**config.mk**
```make
export PLATFORM = sky130hd
export DESIGN_NAME = adc_serial_output_port
export DESIGN_NICKNAME = d
export VERILOG_FILES = /design/src/verilog/adc_port_pkg.sv /design/src/verilog/adc_serial_output_port.sv
export VERILOG_INCLUDE_DIRS = /design/src /design/src/verilog
export SDC_FILE = /design/constraint.sdc
export NUM_CORES = 1
export LEC_CHECK = 0
export ABC_AREA = 0
export BUFFER_PORTS_ARGS = -buffer_cell sky130_fd_sc_hd__clkbuf_2
export CORE_ASPECT_RATIO = 1.4
export CORE_MARGIN = 1.5
export CORE_UTILIZATION = 64
export CTS_BUF_LIST = sky130_fd_sc_hd__clkbuf_8 sky130_fd_sc_hd__clkbuf_16
export DETAILED_ROUTE_END_ITERATION = 7
export PLACE_DENSITY = 0.84
export SLEW_MARGIN = 20
export SYNTH_ARGS = -nofsm -noshare
export SYNTH_HDL_FRONTEND = slang
export SYNTH_SLANG_ARGS = --single-unit
```
**constraint.sdc**
```tcl
create_clock -name clk_sys -period 10 [get_ports clk_sys]
set_clock_uncertainty 0.2 [all_clocks]
set_input_delay 1.5 -clock clk_sys [delete_from_list [all_inputs] [get_ports clk_sys]]
set_output_delay 1.5 -clock clk_sys [all_outputs]
set_load 0.03 [all_outputs]
```
**src/verilog/adc_port_cfg.svh**
```systemverilog
`ifndef ADC_PORT_CFG_SVH
`define ADC_PORT_CFG_SVH
// Conversion word and sampling interval layout
`define WORD_BITS        20
`define SLOT_COUNT       16
`define SLOT_PULSES      64
// Master clock pulses per self-clocked serial bit
`define BIT_PULSES       4
// Length of the data-ready overrun pulse, in master clock cycles
`define RDY_PULSE_CYCLES 3'h4
// Positions of the synchronised pins
`define IN_MCLK          0
`define IN_CS            1
`define IN_SCLK          2
`define IN_MODE          3
`define IN_COUNT         4
// Synchroniser reset: chip select idles high, the rest low
`define SYNC_RESET       4'h2
`endif

```
**src/verilog/adc_port_pkg.sv**
```systemverilog
package adc_port_pkg;
  // Transmission mode picked by the mode pin
  typedef enum logic [0:0] {
    external_clock_mode = 1'h0,
    self_clocked_mode   = 1'h1
  } mode_t;
  // Data-ready state: word waiting, no word, overrun pulse
  typedef enum logic [1:0] {
    rdy_word  = 2'h0,
    rdy_empty = 2'h1,
    rdy_pulse = 2'h2
  } rdy_t;
endpackage

```
**src/verilog/adc_serial_output_port.sv**
```systemverilog
`timescale 1ns/1ps
`include "adc_port_cfg.svh"
// Function
// Mode pin high selects self-clocked mode
// Interval is 16 slots of 64 pulses
// Poll chip select at digital slot start
// Self-clocked data only in digital slots
// Data-ready high after LSB until new word
// Chip select high: finish bit, then float
// Resume with next bit next digital slot
// Overrun: ready high four cycles, then load
// Self-clocked data changes on falling clock
// Chip select fall drives MSB at once
// External falling clock advances one bit
// External: after LSB float ready, data
// External busy transfer drops new word
// External chip select high floats data
// External resume repeats interrupted bit
// External overrun with select high: pulse
// Host should derive master clock itself
// Send the whole 20-bit word
module adc_serial_output_port
  import adc_port_pkg::*;
#(
  parameter int WORD_BITS   = `WORD_BITS,
  parameter int SLOT_COUNT  = `SLOT_COUNT,
  parameter int SLOT_PULSES = `SLOT_PULSES,
  parameter int BIT_PULSES  = `BIT_PULSES
) (
  input  wire logic                 clk_sys,
  input  wire logic                 reset_n,
  input  wire logic                 master_clock_in,
  input  wire logic                 mode_pin,
  input  wire logic                 chip_select_n,
  input  wire logic                 serial_clock_in,
  input  wire logic [WORD_BITS-1:0] word_in,
  input  wire logic                 word_valid,
  output logic                      serial_data_out,
  output logic                      serial_data_oe_n,
  output logic                      serial_clock_out,
  output logic                      serial_clock_oe_n,
  output logic                      data_ready_n,
  output logic                      data_ready_oe_n
);

  localparam int PCNT_W = $clog2(SLOT_COUNT * SLOT_PULSES);
  localparam int SLOT_W = $clog2(SLOT_PULSES);
  localparam int PH_W   = $clog2(BIT_PULSES);
  localparam int IDX_W  = $clog2(WORD_BITS);
  localparam logic [IDX_W-1:0] MSB_IDX = IDX_W'(WORD_BITS - 1);
  localparam logic [PH_W-1:0]  PH_HALF = PH_W'(BIT_PULSES / 2);

  // Pin synchronisers; stage one feeds stage two only
  logic [`IN_COUNT-1:0] sync1;
  logic [`IN_COUNT-1:0] sync2;
  logic [`IN_COUNT-1:0] sync3;

  always_ff @(posedge clk_sys or negedge reset_n) begin
    if (!reset_n) begin
      sync1 <= `SYNC_RESET;
      sync2 <= `SYNC_RESET;
      sync3 <= `SYNC_RESET;
    end else begin
      sync1 <= {mode_pin, serial_clock_in, chip_select_n, master_clock_in};
      sync2 <= sync1;
      sync3 <= sync2;
    end
  end

  // Edge detection on the synchronised copies
  mode_t mode;
  logic  mclk_rise;
  logic  cs_n_s;
  logic  cs_fall;
  logic  sclk_fall;

  assign mode      = sync2[`IN_MODE] ? self_clocked_mode : external_clock_mode;
  assign mclk_rise = sync2[`IN_MCLK] && !sync3[`IN_MCLK];
  assign cs_n_s    = sync2[`IN_CS];
  assign cs_fall   = !sync2[`IN_CS] && sync3[`IN_CS];
  assign sclk_fall = !sync2[`IN_SCLK] && sync3[`IN_SCLK];

  // Port state
  logic [PCNT_W-1:0]    pulse_cnt;
  logic [PCNT_W-1:0]    next_pulse_cnt;
  rdy_t                 rdy_state;
  rdy_t                 next_rdy_state;
  logic [2:0]           pulse_left;
  logic [2:0]           next_pulse_left;
  logic [WORD_BITS-1:0] word_reg;
  logic [WORD_BITS-1:0] next_word_reg;
  logic [WORD_BITS-1:0] pend_word;
  logic [WORD_BITS-1:0] next_pend_word;
  logic [IDX_W-1:0]     bit_idx;
  logic [IDX_W-1:0]     next_bit_idx;
  logic                 sent;
  logic                 next_sent;
  logic                 slot_en;
  logic                 next_slot_en;
  logic                 bit_on;
  logic                 next_bit_on;
  logic                 sclk;
  logic                 next_sclk;
  logic                 data_bit;
  logic                 next_data_bit;
  logic                 ext_on;
  logic                 next_ext_on;
  logic                 rdy_oe_n;
  logic                 next_rdy_oe_n;
  logic                 load;
  logic [WORD_BITS-1:0] load_val;

  // Slot position of the master pulse now arriving
  logic digital;
  logic slot_start;
  logic phase_zero;
  logic phase_half;

  assign digital    = pulse_cnt[PCNT_W-1];
  assign slot_start = (pulse_cnt[SLOT_W-1:0] == '0);
  assign phase_zero = (pulse_cnt[PH_W-1:0] == '0);
  assign phase_half = (pulse_cnt[PH_W-1:0] == PH_HALF);

  // Next-state logic for both modes and the word hand-off
  always_comb begin
    next_pulse_cnt  = pulse_cnt;
    next_rdy_state  = rdy_state;
    next_pulse_left = pulse_left;
    next_word_reg   = word_reg;
    next_pend_word  = pend_word;
    next_bit_idx    = bit_idx;
    next_sent       = sent;
    next_slot_en    = slot_en;
    next_bit_on     = bit_on;
    next_sclk       = sclk;
    next_data_bit   = data_bit;
    next_ext_on     = ext_on;
    next_rdy_oe_n   = rdy_oe_n;
    load            = 1'b0;
    load_val        = word_reg;
    if (mclk_rise) begin
      next_pulse_cnt = pulse_cnt + 1'b1;
    end
    // Self-clocked: bits are framed by master pulses
    if (mode == self_clocked_mode) begin
      if (mclk_rise && rdy_state != rdy_pulse) begin
        if (phase_zero) begin
          if (bit_on) begin
            next_bit_on = 1'b0;
            if (bit_idx == '0) begin
              next_sent      = 1'b1;
              next_rdy_state = rdy_empty;
            end else begin
              next_bit_idx = bit_idx - 1'b1;
            end
          end
          // Poll at slot start, stop at bit end if select rose
          next_slot_en = digital && !cs_n_s && (slot_start || slot_en);
          if (next_slot_en && !next_sent) begin
            next_bit_on = 1'b1;
            next_sclk   = 1'b0;
            next_data_bit = word_reg[next_bit_idx];
          end else begin
            next_sclk = 1'b1;
          end
        end else if (phase_half && bit_on) begin
          next_sclk = 1'b1;
        end
      end
    end else begin
      // External clock: host edges step the word
      if (cs_fall && !sent) begin
        next_ext_on   = 1'b1;
        next_data_bit = word_reg[bit_idx];
      end else if (sclk_fall && ext_on && !cs_n_s && !sent) begin
        if (bit_idx == '0) begin
          next_sent      = 1'b1;
          next_ext_on    = 1'b0;
          next_rdy_oe_n  = 1'b1;
          next_rdy_state = rdy_empty;
        end else begin
          next_bit_idx  = bit_idx - 1'b1;
          next_data_bit = word_reg[bit_idx - 1'b1];
        end
      end
    end
    // New words: load, drop, or overrun pulse first
    unique case (rdy_state)
      rdy_pulse: begin
        if (word_valid) begin
          next_pend_word = word_in;
        end
        if (mclk_rise) begin
          if (pulse_left == 3'h1) begin
            load     = 1'b1;
            load_val = word_valid ? word_in : pend_word;
          end else begin
            next_pulse_left = pulse_left - 1'b1;
          end
        end
      end
      rdy_word, rdy_empty: begin
        if (word_valid) begin
          if (mode == external_clock_mode && !cs_n_s && ext_on && !next_sent) begin
            next_pend_word = pend_word;
          end else if (next_sent) begin
            load     = 1'b1;
            load_val = word_in;
          end else begin
            next_pend_word  = word_in;
            next_rdy_state  = rdy_pulse;
            next_pulse_left = `RDY_PULSE_CYCLES;
          end
        end
      end
      default: begin
        next_rdy_state = rdy_empty;
      end
    endcase
    // Loading restarts the word at its MSB
    if (load) begin
      next_word_reg  = load_val;
      next_bit_idx   = MSB_IDX;
      next_sent      = 1'b0;
      next_rdy_state = rdy_word;
      next_bit_on    = 1'b0;
      next_slot_en   = 1'b0;
      next_sclk      = 1'b1;
      next_ext_on    = 1'b0;
      next_rdy_oe_n  = 1'b0;
      next_data_bit  = load_val[WORD_BITS-1];
    end
  end

  // State registers
  always_ff @(posedge clk_sys or negedge reset_n) begin
    if (!reset_n) begin
      pulse_cnt  <= '0;
      rdy_state  <= rdy_empty;
      pulse_left <= 3'h0;
      word_reg   <= '0;
      pend_word  <= '0;
      bit_idx    <= MSB_IDX;
      sent       <= 1'b1;
      slot_en    <= 1'b0;
      bit_on     <= 1'b0;
      sclk       <= 1'b1;
      data_bit   <= 1'b0;
      ext_on     <= 1'b0;
      rdy_oe_n   <= 1'b0;
    end else begin
      pulse_cnt  <= next_pulse_cnt;
      rdy_state  <= next_rdy_state;
      pulse_left <= next_pulse_left;
      word_reg   <= next_word_reg;
      pend_word  <= next_pend_word;
      bit_idx    <= next_bit_idx;
      sent       <= next_sent;
      slot_en    <= next_slot_en;
      bit_on     <= next_bit_on;
      sclk       <= next_sclk;
      data_bit   <= next_data_bit;
      ext_on     <= next_ext_on;
      rdy_oe_n   <= next_rdy_oe_n;
    end
  end

  // Pin drivers; enables are decoded from registered state
  assign serial_data_out   = data_bit;
  assign serial_clock_out  = sclk;
  assign data_ready_n      = (rdy_state != rdy_word);
  assign data_ready_oe_n   = rdy_oe_n;
  assign serial_clock_oe_n = !(mode == self_clocked_mode && bit_on);
  // Select high floats the external data line within the sync delay
  assign serial_data_oe_n  = (mode == self_clocked_mode) ? !bit_on
                           : !(ext_on && !cs_n_s && !sent);

  a_ext_no_clock: assert property (@(posedge clk_sys) disable iff (!reset_n)
    (!mode_pin) [*3] |-> serial_clock_oe_n)
    else $error("serial clock driven in external mode");

  a_slot_data_only: assert property (@(posedge clk_sys) disable iff (!reset_n)
    mode == self_clocked_mode && bit_on |-> digital || pulse_cnt == '0)
    else $error("self-clocked data outside digital slots");

  a_poll_starts_bit: assert property (@(posedge clk_sys) disable iff (!reset_n)
    mode == self_clocked_mode && mclk_rise && slot_start && digital && !cs_n_s
    && !sent && !bit_on && rdy_state != rdy_pulse
    |=> bit_on && !serial_clock_out && serial_data_out == word_reg[bit_idx])
    else $error("no bit started at digital slot poll");

  a_cs_finish_bit: assert property (@(posedge clk_sys) disable iff (!reset_n)
    mode == self_clocked_mode && bit_on && cs_n_s && mclk_rise && !phase_zero
    && rdy_state != rdy_pulse && !word_valid |=> bit_on)
    else $error("self-clocked bit cut short");

  a_data_on_fall: assert property (@(posedge clk_sys) disable iff (!reset_n)
    mode == self_clocked_mode && bit_on && $changed(serial_data_out) |-> !serial_clock_out)
    else $error("data changed while serial clock high");

  a_self_ready_high: assert property (@(posedge clk_sys) disable iff (!reset_n)
    mode == self_clocked_mode && $rose(sent) |-> data_ready_n && !data_ready_oe_n)
    else $error("data ready not high after last bit");

  a_pulse_start: assert property (@(posedge clk_sys) disable iff (!reset_n)
    $rose(rdy_state == rdy_pulse) |-> data_ready_n && pulse_left == `RDY_PULSE_CYCLES)
    else $error("overrun pulse started with wrong length");

  a_pulse_load: assert property (@(posedge clk_sys) disable iff (!reset_n)
    rdy_state == rdy_pulse && mclk_rise && pulse_left == 3'h1
    |=> !data_ready_n && bit_idx == MSB_IDX && !sent)
    else $error("new word not loaded after overrun pulse");

  a_ext_cs_float: assert property (@(posedge clk_sys) disable iff (!reset_n)
    (!mode_pin && chip_select_n) [*3] |-> serial_data_oe_n)
    else $error("data driven with chip select high");

  a_ext_resume_bit: assert property (@(posedge clk_sys) disable iff (!reset_n)
    mode == external_clock_mode && cs_fall && !sent && !word_valid
    && rdy_state != rdy_pulse
    |=> !serial_data_oe_n && serial_data_out == word_reg[$past(bit_idx)])
    else $error("external transfer did not resume on same bit");

  a_ext_lsb_float: assert property (@(posedge clk_sys) disable iff (!reset_n)
    mode == external_clock_mode && $rose(sent) |-> serial_data_oe_n && data_ready_oe_n)
    else $error("outputs still driven after last bit");

  a_ext_drop_word: assert property (@(posedge clk_sys) disable iff (!reset_n)
    mode == external_clock_mode && word_valid && !cs_n_s && ext_on && !sent
    && rdy_state != rdy_pulse && !(sclk_fall && bit_idx == '0) |=> $stable(word_reg))
    else $error("busy external transfer took a new word");

endmodule // adc_serial_output_port

```
# Word-level counts from Yosys, hierarchy flattened
# Cells that the tools add are included.
[totals]
register_bits = 78
latch_bits = 0
mem_bits_rw = 0
romBits = 0
input_bits = 27
output_inout_bits = 6
word_cells = 195
n_memories = 0
[classes]
addsub = 3
multipliers = 0
n_div = 0
n_lt_le_gt_ge = 3
eq_ne = 19
n_shift = 0
muxes = 98
bitwise_logic = 1
n_reduce_logical = 54
[ops]
columns = ["cell", "count"]
rows = [
  ["$mux 20", 9],
  ["$pmux 20 s2", 2],
  ["$mux 5", 11],
  ["$mux 1", 54],
  ["$mux 2", 11],
  ["$logic_and 1x1->1", 18],
  ["$lt 5x6->1 const B", 3],
  ["$ne 2x2->1 const B", 9],
  ["$bmux 1 s5", 3],
  ["$mux 3", 5],
  ["$reduce_bool 2->1", 7],
  ["$reduce_and 4->1", 3],
  ["$reduce_bool 3->1", 4],
  ["$add 10x1->10 const B", 1],
  ["$logic_not 1->1", 9],
  ["$ne 3x1->1 const B", 3],
  ["$reduce_and 3->1", 3],
  ["$reduce_and 7->1", 1],
  ["$logic_not 6->1", 1],
  ["$pmux 3 s2", 1],
  ["$reduce_and 6->1", 1],
  ["$logic_not 5->1", 1],
  ["$reduce_and 5->1", 1],
  ["$sub 5x1->5 const B", 1],
  ["14 further kinds", 16],
]

# Depth between registers and ports, before layout
[logic_depth]
ltp_word = 16
ltp_mapped = 12

# Least setup slack after synthesis
# OpenSTA, ideal clock, no wires.
[synth_path]
path_kind = "register to register"
from = "register bit_idx[1]"
to = "register pend_word[11]"
arrival_ps = 3032
path_slack_ps = 6643
path_stages_with_launch = 11
period_less_slack_ps = 3357
cell_sequence = "dfstp_2 > clkbuf_1 > clkinv_1 > ha_1 > or4b_4 > buf_6 > a21oi_1 > or4_1 > nand2_1 > clkbuf_1 > mux2_2"
[synth_via]
elab_chain_cells = 13
elab_cells_between_ends = 16
classes_between = "eq/ne: 2; mux: 10; reduce/logical: 4"
[synth_lines]
columns = ["item", "line", "source"]
rows = [
  ["start: declaration", "adc_serial_output_port.sv:94", "logic [IDX_W-1:0] bit_idx;"],
  ["start signal: assignment", "adc_serial_output_port.sv:257", "bit_idx <= next_bit_idx;"],
  ["$logic_not 5->1 (*)", "adc_serial_output_port.sv:150, adc_serial_output_port.sv:176", ""],
  ["$mux 1 (*)", "adc_serial_output_port.sv:150, adc_serial_output_port.sv:176", ""],
  ["$mux 1", "adc_serial_output_port.sv:148", "if (bit_on) begin"],
  ["$mux 1", "adc_serial_output_port.sv:147", "if (phase_zero) begin"],
  ["$mux 1", "adc_serial_output_port.sv:146", "if (mclk_rise && rdy_state != rdy_pulse) begin"],
  ["$mux 1", "adc_serial_output_port.sv:145", "if (mode == self_clocked_mode) begin"],
  ["$mux 1", "adc_serial_output_port.sv:147", ""],
  ["$mux 1", "adc_serial_output_port.sv:146", ""],
  ["$mux 1 (*)", "adc_serial_output_port.sv:145", ""],
  ["$logic_not 1->1", "adc_serial_output_port.sv:204", "if (mode == external_clock_mode && !cs_n_s && ext_on && !next_sent) begin"],
  ["$logic_and 1x1->1", "adc_serial_output_port.sv:204", ""],
  ["$ne 2x2->1 (no line)", "--", ""],
  ["$reduce_and 4->1 (no line) (*)", "--", ""],
  ["end signal: assignment", "adc_serial_output_port.sv:256", "pend_word <= next_pend_word;"],
  ["end: declaration", "adc_serial_output_port.sv:92", "logic [WORD_BITS-1:0] pend_word;"],
]
# Every way passes the cells marked *; elsewhere a longest branch is shown, timed or not. The select of a mux whose other input is x is not followed.
# A chain may end at the register's enable or synchronous reset.

# Final worst setup path
[layout_path]
from = "register bit_idx[0]"
to = "register pend_word[9]"
# Same word-level chain as after synthesis.

==> run_results.csv <==
group,metric,value,unit
timing,rsz0062_at_grt,"no",
logic_synthesis,ys_seq_elements,78,
floorplanning,die_area,6950,um2
logic_synthesis,synth_top_area_share,41.8,%
logic_synthesis,synth_common_cells,"69 x dfrtp_1, 31 x nand2_1, 24 x nor2_1",
critical_path,crit_chain,"inv_1 -> ha_1 -> or4b_4 -> a21oi_1 -> or4_1 -> nand2_1 -> mux2_2",
outcome,status,"finished, final reports clean",
global_route,grt_pass1_wl,14.9,mm
critical_path,r2r_cells,7,
detailed_routing,first_pass_iters,4,
detailed_routing,first_iter_violations,185,
critical_path,crit_buf_inv,1,
layout,diodes,0,
critical_path,slowest_delay,740,ps
detailed_routing,drt-total-wl,8.58,mm
logic_synthesis,yosys.cell_types.count,54,
timing,tightest_slew,997,ps
power_and_ir_drop,leakage,2.10,nW
critical_path,critPathKind,"reg2reg",
placed_design,gp_congestion,0.979,
detailed_routing,final_antenna_net_count,0,
floorplanning,row_count,34,
critical_path,cp_max_fo,20,
critical_path,startpoint_type,"flip-flop",
timing,final_hold_viol_count,0,
power_and_ir_drop,switchingPower,403,uW
logic_synthesis,synth_edf_count,0,
critical_path,rrSetupSlack,6390,ps
logic_synthesis,ys_seq_area_share,47.5,%
critical_path,r2r-end,"pend_word[9]",
floorplanning,initial_core_util,66.5,%
clock_network,cts_hold_buf,0,
detailed_routing,via_per_inst,6.45,
floorplanning,core_area,6210,um2
layout,fin_cells,475,
timing,drv_slew,0,
logic_synthesis,syn_inst,375,
hold_path,holdCritStartpoint,"sync1[2]",
detailed_routing,num_vias,3062,
global_route,gr-total-overflow,0,
timing,relSlewSlack,33.5,%
power_and_ir_drop,ir_drop,154,uV
power_and_ir_drop,seqPwrFrac,43.5,%
hold_path,holdPathStages,0,
clock_network,clk_pin_slew,90,ps
critical_path,endpoint_kind,"flip-flop",
logic_synthesis,synth_nets,409,
detailed_routing,post-route-drc-count,0,
clock_network,cts_resized,0,
power_and_ir_drop,p_comb_share,32.0,%
clock_network,cts_buffers,9,
critical_path,worstPathRequired,10040,ps
timing,fmax,0.277,GHz
power_and_ir_drop,power.density,261,nW/um2
layout,layout.nets,432,
clock_network,cts_sinks,78,
power_and_ir_drop,p_int,779,uW
clock_network,post_cts_buffers,0,
timing,setup_violations,0,
placed_design,dp_hpwl,6.07,mm
layout,post-route-util,73.0,%
floorplanning,die_w,70.9,um
clock_network,clock-root-buffer,"clkbuf_8",
critical_path,cp_slowest_cell,"dfstp_2",
detailed_routing,routedWlPerCell,18.1,um
critical_path,path_delay_family,"simple AND/OR/NAND/NOR gates",
logic_synthesis,syn_area,4130,um2
logic_synthesis,synth_most_common_cell,"dfrtp_1",
flow_run,drv_cap,0,
hold_path,hold_class,"reg2reg",
power_and_ir_drop,swShare,34.1,%
logic_synthesis,postSynthAreaPerCell,11.0,um2
power_and_ir_drop,clockPowerShare,24.5,%
clock_network,htreeDepth,3,
layout,drive_above_1_share,22.6,%
timing,final.min_clock_period,3610,ps
logic_synthesis,synth_warnings,0,
critical_path,timing.rr.start,"bit_idx[0]",
layout,area_growth,9.79,%
logic_synthesis,synth-main-ff-cell,"dfrtp_1",
global_route,grt_usage,27.0,%
timing,tns,0,ps
clock_network,clock_path_buffers,2,
floorplanning,die_h,98.0,um
logic_synthesis,synthArstFlopShare,100,%
placed_design,dp_cells,459,
clock_network,clock_latency,350,ps
placed_design,port_buffers,32,
global_route,grt_antenna_before_repair,0,
critical_path,critPathArrivalTime,3660,ps
logic_synthesis,netlist_top_cells_area,"dfrtp_1 42%, dfstp_2 5.7%, mux2_2 4.6%",
logic_synthesis,synth.largest_area_cell,"dfrtp_1",
global_route,grt_max_degree,79,
timing,min_period_over_period,36.1,%
global_route,grt_pass1_vias,3190,
floorplanning,ioPinCount,33,
clock_network,cts_tree,"yes",
hold_path,whs_endpoint,"sync2[2]",
-- power by group through the flow --
stage / Combinational (mW) / Sequential (mW) / Clock (mW)
2_1_floorplan: 0.318 / 0.475 / 0
3_3_place_gp: 0.361 / 0.511 / 0
3_5_place_dp: 0.374 / 0.518 / 0
4_1_cts: 0.378 / 0.512 / 0.293
5_1_grt: 0.418 / 0.529 / 0.305
6_report: 0.378 / 0.515 / 0.290
-- worst max-delay path by stage --
| stage | slack, ps | to | cells after the start | from |
|---|---|---|---|---|
| after floorplan | 6640 | pend_word[11] | 10 | bit_idx[1] |
| after global placement | 6170 | pend_word[8] | 5 | word_valid |
| after detailed placement | 6100 | pend_word[9] | 5 | word_valid |
| after CTS | 6380 | pend_word[9] | 7 | bit_idx[0] |
| after global routing | 6110 | pend_word[11] | 7 | bit_idx[0] |
| final | 6390 | pend_word[9] | 7 | bit_idx[0] |
-- logic make-up after synthesis --
logic type | synth area share, %
buffers and inverters | 3.48
AOI/OAI and AO/OA | 16.8
xor gates and xnor gates | 3.61
DFF | 47.5
and+or+nand+nor | 12.7
muxes | 13.8
adders and majority gates | 2.12
-- final cells by class --
class,count,area [um2]
Clock buffer,9,124
Fill cell,421,1680
Sequential cell,78,1960
Inverter,9,33.8
Timing Repair Buffer,33,170
Clock inverter,7,128
Multi-Input combinational cell,267,2020
Tap cell,72,90.1
-- per-layer routing --
layer	global-route usage (%)	part of all wire [%]
met5	0	0
met3	4.02	3.1
met2	44.0	52
met4	12.9	3.1
met1	35.5	42
-- per-stage QoR --
step           instance area [um2]  hold slack (ps)  total power, mW  setup slack (ps)
3_5_place_dp                  4280              137            0.892              6100
5_1_grt                       4530              167             1.25              6110
3_3_place_gp                  4280              133            0.872              6170
4_1_cts                       4530              155             1.18              6380
6_report                      4530              152             1.18              6390
2_1_floorplan                 4130              131            0.793              6640
-- cell usage in the layout, fill, tap and decap left out, types with 11 or more instances in the layout --
master    Yosys  routed
clkbuf_2      0      31
mux2_2       17      17
dfrtp_1      69      69
xnor2_1      12      12
a22o_1       11      11
mux2i_1      14      14
nor2_1       24      23
nand2_1      31      31
a21o_1       11      11
o21ai_0      12      12
(Power assumes the default switching activity.)
